File: config.mk
export PLATFORM = sky130hd
export DESIGN_NAME = mrc_ctrl_regs
export DESIGN_NICKNAME = d
export VERILOG_FILES = /design/src/hw/mrc_ctrl_regs.v /design/src/hw/mrc_fifo.v
export VERILOG_INCLUDE_DIRS = /design/src /design/src/hw
export SDC_FILE = /design/constraint.sdc
export NUM_CORES = 1
export LEC_CHECK = 0
export BUFFER_PORTS_ARGS = -buffer_cell sky130_fd_sc_hd__buf_2
export CAP_MARGIN = 40
export CORE_MARGIN = 2
export CORE_UTILIZATION = 40
export CTS_BUF_LIST = sky130_fd_sc_hd__clkbuf_4
export DETAILED_ROUTE_END_ITERATION = 10
export PLACE_DENSITY_LB_ADDON = 0.3
export SLEW_MARGIN = 25
export SYNTH_ARGS = -nofsm -noshare
export SYNTH_HDL_FRONTEND = slang
export SYNTH_HIERARCHICAL = 1
export SYNTH_SLANG_ARGS = --single-unit
export TNS_END_PERCENT = 100
File: constraint.sdc
create_clock -name clk -period 7.1 [get_ports clk]
set_clock_uncertainty 0.05 [all_clocks]
set_input_delay 0.355 -clock clk [delete_from_list [all_inputs] [get_ports clk]]
set_output_delay 0.355 -clock clk [all_outputs]
set_load 0.005 [all_outputs]
File: src/hw/mrc_map.vh
// register offsets, field positions and frame figures of the control group
`ifndef MRC_MAP_VH
`define MRC_MAP_VH

// register offsets (4-bit address)
`define MRC_ADDR_W          4
`define MRC_OFS_GUARD       4'h3
`define MRC_OFS_CONTROL_ONE        4'h4
`define MRC_OFS_CONTROL_TWO        4'h5
`define MRC_OFS_GCHK        4'h6

// reset values
`define MRC_RST_GUARD       8'h17
`define MRC_RST_CONTROL_ONE        8'h00
`define MRC_RST_CONTROL_TWO        8'h00

// control_one fields
`define MRC_C1_FRAME_A      0
`define MRC_C1_NO_RTB       1
`define MRC_C1_COL_HALT     2
`define MRC_C1_CORR_STOP    3
`define MRC_C1_SYNC_RST     4
`define MRC_C1_OUT_ALL      5
`define MRC_C1_SER_MOVE     6
`define MRC_C1_GCHK_CLR     7

// control_two fields
`define MRC_C2_DMA_EN       0
`define MRC_C2_DMA_ACK_RD   1
`define MRC_C2_UNCORR_OUT   2
`define MRC_C2_RDY_T2       3
`define MRC_C2_REQ_POL      4
`define MRC_C2_ACK_POL      5
`define MRC_C2_BLOCK_LOCK_RESET      6
`define MRC_C2_SUBST        7

// frame structure figures
`define MRC_MARKS_PER_FRAME 4
`define MRC_PARITY_BLOCKS   82
`define MRC_MAX_DATA_IN_PAR 12

// group check generator x^16 + x^12 + x^5 + 1
`define MRC_CRC_POLY        16'h1021
`define MRC_CRC_W           16

`endif

File: src/hw/mrc_ctrl_regs.v
// write-only control register group of the multiplex data receiver
// Functional notes
// - frame marks four per frame steer guard
// - guard counts back high, forward low, minus one
// - control_one reset zero; bit0 selects method A
// - method A allows twelve data in parity
// - option change keeps lock forward count
// - bit2 halts column and second row fix
// - bit3 halts correction, memory and output
// - bit4 clears sync state, keeps configuration
// - during sync resets no interrupt, output released
// - bit5 clear outputs only clean locked data
// - bit6 clear releases serial output when idle
// - bit7 clears group check division register
// - control_two dma enable and strobe select
// - control_two bit2 outputs uncorrected frames
// - control_two bit3 selects ready timing
// - bits4,5 set request and acknowledge polarity
// - control_two bit6 resets block lock, not frame lock; quiets outputs
// - group check bytes at offset six, parallel
// - check divides by x16+x12+x5+1, zero passes
// - interface select chooses serial or parallel
// - guard counter counts match or mismatch
`timescale 1ns/100ps
`include "mrc_map.vh"
module mrc_ctrl_regs #(
    parameter FIFO_DEPTH = 16,
    parameter FIFO_AW    = 4
) (
    input  wire       clk,
    input  wire       arst_n,
    input  wire       interface_select,
    input  wire       par_wr,
    input  wire [3:0] par_addr,
    input  wire [7:0] par_wdata,
    input  wire       ser_wr,
    input  wire [3:0] ser_addr,
    input  wire [7:0] ser_wdata,
    input  wire       ser_gchk_valid,
    input  wire [7:0] ser_gchk_data,
    output wire       gchk_ready,
    input  wire       frame_mark,
    input  wire       frame_match,
    input  wire       block_mark,
    input  wire       block_match,
    input  wire       word_valid,
    input  wire       word_corrected,
    input  wire       word_l2_ok,
    input  wire       word_column_fixed,
    input  wire       frame_error_free,
    input  wire       int_raw,
    input  wire       ser_data_raw,
    input  wire       ser_data_active,
    input  wire       transfer_request_raw,
    input  wire       transfer_acknowledge,
    output reg        frame_lock_q,
    output reg        block_lock_q,
    output reg        frame_method_a_q,
    output reg        realtime_block_option_q,
    output reg        column_fix_halt_q,
    output reg        correction_stop_q,
    output reg        word_out_q,
    output reg        int_out_q,
    output reg        ser_out_q,
    output reg        ser_oe_q,
    output reg        transfer_request_q,
    output reg        read_strobe_q,
    output reg        dma_enable_q,
    output reg        ready_timing2_q,
    output reg        substation_flag_q,
    output reg        group_check_ok_q
);

    //------------------------------------------------------------------
    // register file
    //------------------------------------------------------------------
    reg  [7:0] guard_q;
    reg  [7:0] control_one_q;
    reg  [7:0] control_two_q;
    wire       wr_en;
    wire [3:0] wr_addr;
    wire [7:0] wr_data;
    wire       par_mode;

    // interface select picks which bus writes the registers
    assign par_mode = ~interface_select;
    assign wr_en    = par_mode ? par_wr : ser_wr;
    assign wr_addr  = par_mode ? par_addr : ser_addr;
    assign wr_data  = par_mode ? par_wdata : ser_wdata;

    // configuration writes, effective from the next cycle
    always @(posedge clk or negedge arst_n)
    begin
        if (!arst_n)
        begin
            guard_q <= `MRC_RST_GUARD;
            control_one_q  <= `MRC_RST_CONTROL_ONE;
            control_two_q  <= `MRC_RST_CONTROL_TWO;
        end
        else if (wr_en)
        begin
            case (wr_addr)
                `MRC_OFS_GUARD: guard_q <= wr_data;
                `MRC_OFS_CONTROL_ONE:  control_one_q  <= wr_data;
                `MRC_OFS_CONTROL_TWO:  control_two_q  <= wr_data;
                default:        ;
            endcase
        end
    end

    // named control fields
    wire frame_a    = control_one_q[`MRC_C1_FRAME_A];
    wire no_rtb     = control_one_q[`MRC_C1_NO_RTB];
    wire col_halt   = control_one_q[`MRC_C1_COL_HALT];
    wire corr_stop  = control_one_q[`MRC_C1_CORR_STOP];
    wire sync_rst   = control_one_q[`MRC_C1_SYNC_RST];
    wire out_all    = control_one_q[`MRC_C1_OUT_ALL];
    wire ser_move   = control_one_q[`MRC_C1_SER_MOVE];
    wire gchk_clr   = control_one_q[`MRC_C1_GCHK_CLR];
    wire uncorr_out = control_two_q[`MRC_C2_UNCORR_OUT];
    wire block_lock_reset    = control_two_q[`MRC_C2_BLOCK_LOCK_RESET];
    wire req_pol    = control_two_q[`MRC_C2_REQ_POL];
    wire ack_pol    = control_two_q[`MRC_C2_ACK_POL];
    wire any_rst    = sync_rst | block_lock_reset;

    // guard limit: stored value plus one gives the count
    function [4:0] guard_limit;
        input [3:0] field;
        begin
            guard_limit = {1'b0, field} + 5'h01;
        end
    endfunction

    // guard counter step: back mode counts matches, forward misses
    function [4:0] guard_step;
        input [4:0] cnt;
        input       locked;
        input       match;
        begin
            if (locked ? ~match : match)
                guard_step = (cnt == 5'h1F) ? cnt : cnt + 5'h01;
            else
                guard_step = 5'h00;
        end
    endfunction

    //------------------------------------------------------------------
    // frame lock guard
    //------------------------------------------------------------------
    reg  [4:0] fcnt_q;
    reg  [4:0] fcnt_d;
    reg        flock_d;
    reg  [1:0] mark_q;
    reg        rtb_prev_q;
    reg        rtb_drop_q;
    reg  [4:0] rtb_cnt_q;
    wire [4:0] fwd_lim  = guard_limit(guard_q[3:0]);
    wire [4:0] back_lim = guard_limit(guard_q[7:4]);

    // next frame lock state from each block id mark
    always @*
    begin
        fcnt_d  = fcnt_q;
        flock_d = frame_lock_q;
        if (frame_mark)
        begin
            fcnt_d = guard_step(fcnt_q, frame_lock_q, frame_match);
            if (!frame_lock_q && fcnt_d >= back_lim)
            begin
                flock_d = 1'b1;
                fcnt_d  = 5'h00;
            end
            else if (frame_lock_q && fcnt_d >= fwd_lim)
            begin
                flock_d = 1'b0;
                fcnt_d  = 5'h00;
            end
        end
    end

    // frame lock, mark position within frame, option change hold
    always @(posedge clk or negedge arst_n)
    begin
        if (!arst_n)
        begin
            frame_lock_q <= 1'b0;
            fcnt_q       <= 5'h00;
            mark_q       <= 2'h0;
            rtb_prev_q   <= 1'b0;
            rtb_drop_q   <= 1'b0;
            rtb_cnt_q    <= 5'h00;
        end
        else if (sync_rst)
        begin
            frame_lock_q <= 1'b0;
            fcnt_q       <= 5'h00;
            mark_q       <= 2'h0;
            rtb_prev_q   <= no_rtb;
            rtb_drop_q   <= 1'b0;
            rtb_cnt_q    <= 5'h00;
        end
        else
        begin
            rtb_prev_q <= no_rtb;
            if (frame_mark)
                mark_q <= (mark_q == `MRC_MARKS_PER_FRAME - 1) ?
                          2'h0 : mark_q + 2'h1;
            if (rtb_prev_q != no_rtb && frame_lock_q)
            begin
                rtb_drop_q <= 1'b1;
                rtb_cnt_q  <= 5'h00;
            end
            if (rtb_drop_q)
            begin
                // lock held for the forward count of marks, then lost
                if (frame_mark)
                    rtb_cnt_q <= rtb_cnt_q + 5'h01;
                if (frame_mark && rtb_cnt_q + 5'h01 >= fwd_lim)
                begin
                    frame_lock_q <= 1'b0;
                    fcnt_q       <= 5'h00;
                    rtb_drop_q   <= 1'b0;
                end
            end
            else
            begin
                frame_lock_q <= flock_d;
                fcnt_q       <= fcnt_d;
            end
        end
    end

    //------------------------------------------------------------------
    // block lock guard (fixed counts, the block count register lies
    // outside this group)
    //------------------------------------------------------------------
    reg  [4:0] bcnt_q;
    reg  [4:0] bcnt_n;
    wire [7:0] blk_guard = `MRC_RST_GUARD;

    always @*
    begin
        bcnt_n = guard_step(bcnt_q, block_lock_q, block_match);
    end

    // block lock follows the same guard scheme with reset values
    always @(posedge clk or negedge arst_n)
    begin
        if (!arst_n)
        begin
            block_lock_q <= 1'b0;
            bcnt_q       <= 5'h00;
        end
        else if (any_rst)
        begin
            block_lock_q <= 1'b0;
            bcnt_q       <= 5'h00;
        end
        else if (block_mark)
        begin
            if (bcnt_n >= guard_limit(block_lock_q ? blk_guard[3:0]
                                                   : blk_guard[7:4]))
            begin
                block_lock_q <= ~block_lock_q;
                bcnt_q       <= 5'h00;
            end
            else
                bcnt_q <= bcnt_n;
        end
    end

    //------------------------------------------------------------------
    // output gating
    //------------------------------------------------------------------
    wire clean_ok = word_corrected & word_l2_ok & block_lock_q
                    & frame_lock_q;
    wire fix_ok   = col_halt | word_column_fixed
                    | (uncorr_out & frame_error_free);
    wire pass     = (out_all | clean_ok) & fix_ok;
    wire run_out  = ~corr_stop & ~any_rst;

    // data output, interrupt and serial pin control
    always @(posedge clk or negedge arst_n)
    begin
        if (!arst_n)
        begin
            word_out_q <= 1'b0;
            int_out_q  <= 1'b0;
            ser_out_q  <= 1'b1;
            ser_oe_q   <= 1'b0;
        end
        else
        begin
            word_out_q <= word_valid & pass & run_out;
            int_out_q  <= int_raw & run_out;
            if (any_rst || !interface_select)
            begin
                ser_oe_q  <= 1'b0;
                ser_out_q <= 1'b1;
            end
            else if (ser_move)
            begin
                ser_oe_q  <= 1'b1;
                ser_out_q <= ser_data_raw | ~int_raw;
            end
            else
            begin
                ser_oe_q  <= ser_data_active & ~corr_stop;
                ser_out_q <= ser_data_raw | ~ser_data_active;
            end
        end
    end

    //------------------------------------------------------------------
    // transfer and mode outputs
    //------------------------------------------------------------------
    wire ack_act = transfer_acknowledge ~^ ack_pol;
    wire dma_on  = par_mode & control_two_q[`MRC_C2_DMA_EN];

    always @(posedge clk or negedge arst_n)
    begin
        if (!arst_n)
        begin
            transfer_request_q      <= 1'b1;
            read_strobe_q           <= 1'b0;
            dma_enable_q            <= 1'b0;
            ready_timing2_q         <= 1'b0;
            substation_flag_q       <= 1'b0;
            frame_method_a_q        <= 1'b0;
            realtime_block_option_q <= 1'b0;
            column_fix_halt_q       <= 1'b0;
            correction_stop_q       <= 1'b0;
        end
        else
        begin
            // request drawn at the chosen polarity
            transfer_request_q <= (dma_on & transfer_request_raw
                                   & run_out) ~^ req_pol;
            read_strobe_q      <= dma_on & control_two_q[`MRC_C2_DMA_ACK_RD]
                                  & ack_act;
            dma_enable_q       <= dma_on;
            ready_timing2_q    <= par_mode & control_two_q[`MRC_C2_RDY_T2];
            substation_flag_q  <= control_two_q[`MRC_C2_SUBST];
            frame_method_a_q   <= frame_a;
            realtime_block_option_q <= no_rtb;
            column_fix_halt_q  <= col_halt;
            correction_stop_q  <= corr_stop;
        end
    end

    //------------------------------------------------------------------
    // group check: bytes queue in the fifo, then divide bitwise
    //------------------------------------------------------------------
    wire       par_gchk = par_mode & par_wr
                          & (par_addr == `MRC_OFS_GCHK);
    wire       in_v     = par_gchk | (~par_mode & ser_gchk_valid);
    wire [7:0] in_d     = par_mode ? par_wdata : ser_gchk_data;
    wire [7:0] f_data;
    wire       f_valid;
    reg        f_ready;
    reg [15:0] crc_q;
    reg [7:0]  sh_q;
    reg [3:0]  bits_q;

    mrc_fifo #(
        .WIDTH (8),
        .DEPTH (FIFO_DEPTH),
        .AW    (FIFO_AW)
    ) u_gchk_fifo (
        .clk       (clk),
        .arst_n    (arst_n),
        .in_data   (in_d),
        .in_valid  (in_v),
        .in_ready  (gchk_ready),
        .out_data  (f_data),
        .out_valid (f_valid),
        .out_ready (f_ready)
    );

    // one division step per bit, msb first
    function [15:0] crc_bit;
        input [15:0] c;
        input        b;
        begin
            crc_bit = {c[14:0], 1'b0}
                      ^ ((c[15] ^ b) ? `MRC_CRC_POLY : 16'h0000);
        end
    endfunction

    always @*
    begin
        f_ready = (bits_q == 4'h0) & ~gchk_clr;
    end

    // division register; clear holds it and the bit count at zero, the shifter keeps its byte
    always @(posedge clk or negedge arst_n)
    begin
        if (!arst_n)
        begin
            crc_q            <= 16'h0000;
            sh_q             <= 8'h00;
            bits_q           <= 4'h0;
            group_check_ok_q <= 1'b1;
        end
        else if (gchk_clr)
        begin
            crc_q            <= 16'h0000;
            bits_q           <= 4'h0;
            group_check_ok_q <= 1'b1;
        end
        else
        begin
            if (f_valid && f_ready)
            begin
                sh_q   <= f_data;
                bits_q <= 4'h8;
            end
            else if (bits_q != 4'h0)
            begin
                crc_q  <= crc_bit(crc_q, sh_q[7]);
                sh_q   <= {sh_q[6:0], 1'b0};
                bits_q <= bits_q - 4'h1;
            end
            group_check_ok_q <= (crc_q == 16'h0000);
        end
    end

endmodule // mrc_ctrl_regs

File: src/hw/mrc_fifo.v
// parameterised synchronous fifo with valid/ready on both sides
`timescale 1ns/100ps
module mrc_fifo #(
    parameter WIDTH = 8,
    parameter DEPTH = 16,
    parameter AW    = 4
) (
    input  wire             clk,
    input  wire             arst_n,
    input  wire [WIDTH-1:0] in_data,
    input  wire             in_valid,
    output wire             in_ready,
    output wire [WIDTH-1:0] out_data,
    output wire             out_valid,
    input  wire             out_ready
);

    reg [WIDTH-1:0] mem [0:DEPTH-1];
    reg [AW-1:0]    wr_q;
    reg [AW-1:0]    rd_q;
    reg [AW:0]      cnt_q;
    wire            push;
    wire            pop;

    // honest full and empty from the occupancy count
    assign in_ready  = (cnt_q != DEPTH[AW:0]);
    assign out_valid = (cnt_q != {(AW+1){1'b0}});
    assign out_data  = mem[rd_q];
    assign push      = in_valid & in_ready;
    assign pop       = out_valid & out_ready;

    // storage write
    always @(posedge clk)
    begin
        if (push)
            mem[wr_q] <= in_data;
    end

    // pointers and count
    always @(posedge clk or negedge arst_n)
    begin
        if (!arst_n)
        begin
            wr_q  <= {AW{1'b0}};
            rd_q  <= {AW{1'b0}};
            cnt_q <= {(AW+1){1'b0}};
        end
        else
        begin
            if (push)
                wr_q <= (wr_q == DEPTH[AW-1:0] - 1'b1) ?
                        {AW{1'b0}} : wr_q + 1'b1;
            if (pop)
                rd_q <= (rd_q == DEPTH[AW-1:0] - 1'b1) ?
                        {AW{1'b0}} : rd_q + 1'b1;
            if (push & ~pop)
                cnt_q <= cnt_q + 1'b1;
            else if (pop & ~push)
                cnt_q <= cnt_q - 1'b1;
        end
    end

endmodule // mrc_fifo

## Word-level counts from Yosys, hierarchy flattened

Memory sizes are Yosys's and may differ from the RTL's.
Index checks and enable logic that the tools add are counted.

- Bits in latches: 0
- Register bits: 97
- Bits in read-only memories: 0
- Bits in writable memories: 128
- Memories: 1

Memory list:

| name | words | width | rd ports | clocked after memory_dff | write ports | RTL line | text |
|---|---|---|---|---|---|---|---|
| u_gchk_fifo.mem | 16 | 8 | 1 | 0 | 1 | mrc_fifo.v:18 | `reg [WIDTH-1:0] mem [0:DEPTH-1];` |

- Shift-type cells: 0
- $lt $le $gt $ge: 4
- Divide/modulo/power cells: 0
- Reductions and logical operators: 28
- Add/sub/neg operators: 11
- Eq/ne operators: 12
- Multiplexer cells: 58
- Multipliers: 0
- Bitwise operators: 46

Operators with widths:

| kind | count |
|---|---|
| $mux 5 | 20 |
| $mux 16 | 3 |
| $mux 8 | 4 |
| $and 1x1->1 | 24 |
| $mux 4 | 6 |
| $mux 1 | 23 |
| $add 5x1->5 const B | 4 |
| $logic_not 16->1 | 1 |
| $xor 16x13->16 | 1 |
| $ge 5x5->1 | 3 |
| $reduce_and 2->1 | 7 |
| $mux 13 | 1 |
| $eq 4x3->1 const B | 3 |
| $not 1->1 | 11 |
| $add 4x1->5 const B | 2 |
| $eq 5x5->1 const B | 2 |
| $reduce_bool 2->1 | 5 |
| $add 4x1->4 const B | 2 |
| $eq 4x4->1 const B | 2 |
| $reduce_bool 4->1 | 2 |
| $or 1x1->1 | 7 |
| $reduce_bool 3->1 | 2 |
| $ge 5x4->1 | 1 |
| $logic_and 1x1->1 | 5 |
| other kinds (16) | 18 |

## Logic depth before layout (Yosys ltp)

- Word-level depth: 11
- Depth in mapped cells: 14
- Depth with buffers taken out: 12

## Hierarchy

The synthesis kept the hierarchy.

Modules (own cells, without submodules):

| module | cells each | seq. area each (um^2) | times used | area each (um^2) |
|---|---|---|---|---|
| mrc_fifo | 312 | 4169.0 | 1 | 5766.8 |
| mrc_ctrl_regs | 415 | 2110.8 | 1 | 4367.9 |

## Worst setup path after synthesis

OpenSTA, ideal clock, no wires.

- Path kind: input -> register
- Start: input interface_select
- End: register u_gchk_fifo.cnt_q[4]
- Stages on the path: 14
- Slack: 4.033 ns
- Setup time: 0.080 ns
- Path buffers: 4
- Arrival: 2.937 ns
- Cell sequence: buf_4 > clkbuf_1 > clkbuf_1 > nand2_1 > o41ai_1 > a21boi_0 > buf_2 > ha_1 > inv_1 > fa_1 > a21o_1 > a21oi_1 > mux2i_1 > xnor2_1

- Longest elaborated chain between the ends: 8
- Elaborated cells on any way between the ends: 11
- Those cells by class: mux (1); bitwise (9); reduce/logical (1)

RTL lines:

| element | RTL line | text |
|---|---|---|
| from (decl) | mrc_ctrl_regs.v:32 | `input wire interface_select,` |
| $not 1->1 | mrc_ctrl_regs.v:86 | `assign par_mode = ~interface_select;` |
| $and 1x1->1 (2 in a row) | mrc_ctrl_regs.v:354 | `wire par_gchk = par_mode & par_wr` |
| $or 1x1->1 * | mrc_ctrl_regs.v:356 | `wire in_v = par_gchk \| (~par_mode & ser_gchk_valid);` |
| named net in_v | mrc_ctrl_regs.v:356 |  |
| $and 1x1->1 * | mrc_fifo.v:29 | `assign push = in_valid & in_ready;` |
| named net u_gchk_fifo.push | mrc_fifo.v:22 | `wire push;` |
| $not 1->1 | mrc_fifo.v:58 | `else if (pop & ~push)` |
| $and 1x1->1 | mrc_fifo.v:58 |  |
| $reduce_bool 2->1 (no line) | -- |  |
| to (signal assigned) | mrc_fifo.v:46 | `cnt_q <= {(AW+1){1'b0}};` |
| to (signal assigned) | mrc_fifo.v:57 | `cnt_q <= cnt_q + 1'b1;` |
| to (signal assigned) | mrc_fifo.v:59 | `cnt_q <= cnt_q - 1'b1;` |
| to (decl) | mrc_fifo.v:21 | `reg [AW:0] cnt_q;` |

The timed path passes the listed nets; every way through them passes the cells marked *.
A chain may end at the register's enable or synchronous reset.

## Final worst setup path

- Start: register bits_q[0]
- End: register u_gchk_fifo.cnt_q[4]

- Longest elaborated chain between the ends: 6
- Elaborated cells on any way between the ends: 8
- Those cells by class: mux (1); bitwise (5); reduce/logical (2)

RTL lines:

| element | RTL line | text |
|---|---|---|
| from (decl) | mrc_ctrl_regs.v:363 | `reg [3:0] bits_q;` |
| from (signal assigned) | mrc_ctrl_regs.v:422 | `bits_q <= bits_q - 4'h1;` |
| $logic_not 4->1 * | mrc_ctrl_regs.v:392 | `f_ready = (bits_q == 4'h0) & ~gchk_clr;` |
| $and 1x1->1 * | mrc_ctrl_regs.v:392 |  |
| $and 1x1->1 * | mrc_fifo.v:30 | `assign pop = out_valid & out_ready;` |
| $not 1->1 | mrc_fifo.v:56 | `if (push & ~pop)` |
| $and 1x1->1 | mrc_fifo.v:56 |  |
| $mux 5 or $reduce_bool 2->1 (tied branches) | -- |  |

Mark *: on every way between the ends. The rest lies on a longest branch, timed or not.

==> metrics <==
outcome finished clean; RSZ-0062 raised after global routing false; Tmin final 3.25 ns; worst skew pair latency 0.67 ns; Max Slew Vio Count 0; ys async rst share 0.431; CP Capture Type flip-flop; antenna-violating nets left 0; CTS sink cnt 225; filler instances 2245; setup_tns 0 ns; fin cells 1236; syn nets 811; layout cells sized above 1 0.275; HP Class in2reg; number of synthesized flops with an enable pin 128; Rel. slew slack 0.430; Synth area leader edfxtp_1; register area 6280 µm²; Worst EP arrival 3.79 ns; Yosys reg bits 225; sequential share of power 0.432; total number of vias 6435; HPWL Detailed 14700 µm; commonest non-fill, non-tap cell in the layout edfxtp_1; Power Internal 2.74 mW; drt via density 5.21; total track usage 0.168; Least-Margin Pin Slew 0.852 ns; Mapped Cells 727; first-pass GRT wire length 34500 µm; Final period util 0.458; Mean Syn Cell Area 13.9 µm²; Clock Pin Slew Worst Setup and Hold Paths 0.07 ns; DIE AREA 26600 µm²; number of buffers added on ports 68; CTS H-tree lvls 2; multi-input combinational cell area 3620 µm²; Die X-Extent 163 µm; area added between synthesis and finish 16.6%; post-synth top area share 0.379; crit-path max FO 21; register area share after synthesis 0.620; P_sw 1.37 mW; PnR Total Power 4.12 mW; clk buf depth 3; remaining global-route overflow 0; DR WL/cell 17.6 µm; WS Path Type reg2reg; First-pass DRT Iterations 5; CTS Buf Count 59; Synth area leaders edfxtp_1, dfrtp_1, mux4_2, ha_1, mux2i_1; die height 163 µm; Final nets 942; power share of the combinational group 0.292; CP Launch Type flip-flop; Post-synth top flop edfxtp_1; fin util 0.472; switching share of power 0.334; hold_ws 0.0555 ns; pin count of the biggest net entering global routing 48; most frequent cells in the layout edfxtp_1, dfrtp_1, clkbuf_4; Power Density 348 nW/µm²; Yosys cell types 70; final wirelength 21800 µm; starting density of the core 0.405; Clk network pwr share 0.276; maximum vdd ir drop 0.000136 V; fmax 0.308 GHz; Static Leak 4.77 nW; Setup Fix Bufs, Post-CTS 0; final setup violation count 0; Synth Cell Area 10100 µm²; Max Cap Viol 0; CTS tree done; root buf cell clkbuf_4; post-placement cell count 1107; initial antenna violation count 2; Core Area 25000 µm²; cts repair resizes 0; warnings from Yosys 6; top-level port count 69; Hold Fails Final Rpt 0; Initial DRC Count 398; Final GP Congestion 0.817; number of global-route vias before repair 6541; row count 58; Worst Path Required 7.64 ns; DRC 0
sequential cells by signal, summed over array words and instances (netlist names), 4 cells and up:
register and count:
bcnt_q 5, bits_q 4, control_one_q 8, control_two_q 8
crc_q 16, fcnt_q 5, guard_q 8, rtb_cnt_q 5
sh_q 8, u_gchk_fifo/cnt_q 5, u_gchk_fifo/mem 128, u_gchk_fifo/rd_q 4
u_gchk_fifo/wr_q 4
power by group through the flow:
| stage | logic (mW) | registers [mW] | clock network, mW |
|---|---|---|---|
| after floorplan | 0.960 | 1.70 | 0 |
| after global placement | 1.13 | 1.83 | 0 |
| after detailed placement | 1.20 | 1.80 | 0 |
| after CTS | 1.21 | 1.78 | 1.18 |
| after global routing | 1.34 | 1.80 | 1.25 |
| final | 1.20 | 1.78 | 1.14 |
cells in the mapped netlist, types with 3 or more instances:
library cell	n
nor2_1	38
nand2_1	71
a21o_1	4
a222oi_1	4
o21ai_1	8
a21oi_1	23
xor2_1	12
a211o_1	3
buf_1	3
o21ai_0	15
mux2_2	24
inv_1	23
nand2b_1	16
nor2b_1	5
edfxtp_1	128
nor4_1	4
xnor2_1	13
a32oi_1	8
a211oi_1	3
clkbuf_1	10
o22ai_1	4
a32o_1	5
dfstp_2	7
and2_1	5
ha_1	31
a22o_1	18
and3_1	5
dfrtp_1	90
nand3_1	14
buf_2	12
nor3_1	11
mux2i_1	28
mux4_2	24
a22oi_1	11
layout make-up:
type | instances | share of cell area
antenna | 1 | 0.000212
sequential | 225 | 0.532
timing repair buffer | 99 | 0.0538
clock inverter | 25 | 0.0129
inverter | 23 | 0.00730
clock buffer | 83 | 0.0527
tap | 330 | 0.0349
multi-input combinational | 450 | 0.307
critical path, stage by stage (launching register included):
cell and delay (ns):
dfrtp_1 0.40, inv_1 0.06, ha_1 0.16, nor3b_2 0.28
and2_1 0.66, o21ai_4 0.15, ha_1 0.23, inv_1 0.16
ha_1 0.30, a21o_1 0.19, a21oi_1 0.16, mux2i_1 0.23
xnor2_1 0.13
layer usage:
metal  wire length [µm]  vias up  GRT usage
met3               1250       30     0.0419
li1                   -     3057          -
met1               9790     3165      0.226
met2              10400      181      0.266
met5                 13        -          0
met4                322        2     0.0571
logic make-up after synthesis:
group / share of synthesized area
flops: 0.620
xor+xnor: 0.0216
compound gates: 0.0909
simple gates: 0.0920
mux: 0.112
buf+inv: 0.0233
fa+ha+maj: 0.0402
metrics by stage:
stage                     area, µm²  setup slack (ns)
after floorplan               10100              4.03
after global placement        10800              3.95
after detailed placement      10900              3.83
after CTS                     11800              3.80
after global routing          11800              3.59
final                         11800              3.85
repair_timing:
item                       CTS  global route
setup endpoints to repair    0             0
hold buffers                14             0
hold endpoints to repair    62             0
worst paths after layout:
kind | startpoint | end | slack, ns | depth (start not counted)
setup reg to reg | bits_q[0]$_DFFE_PN0P_ | u_gchk_fifo/cnt_q[4]$_DFFE_PN0P_ | 3.85 | 12
max in group asynchronous | arst_n | group_check_ok_q$_DFF_PN1_ | 5.90 | 4
hold / removal | ser_wdata[5] | guard_q[5]$_DFFE_PN0P_ | 0.06 | 4
setup / recovery | bits_q[0]$_DFFE_PN0P_ | u_gchk_fifo/cnt_q[4]$_DFFE_PN0P_ | 3.85 | 12
hold reg to reg | control_two_q[7]$_DFFE_PN0P_ | substation_flag_q$_DFF_PN0_ | 0.33 | 0
min in group asynchronous | arst_n | rtb_cnt_q[0]$_DFF_PN0_ | 0.11 | 2
(Power assumes the default switching activity.)
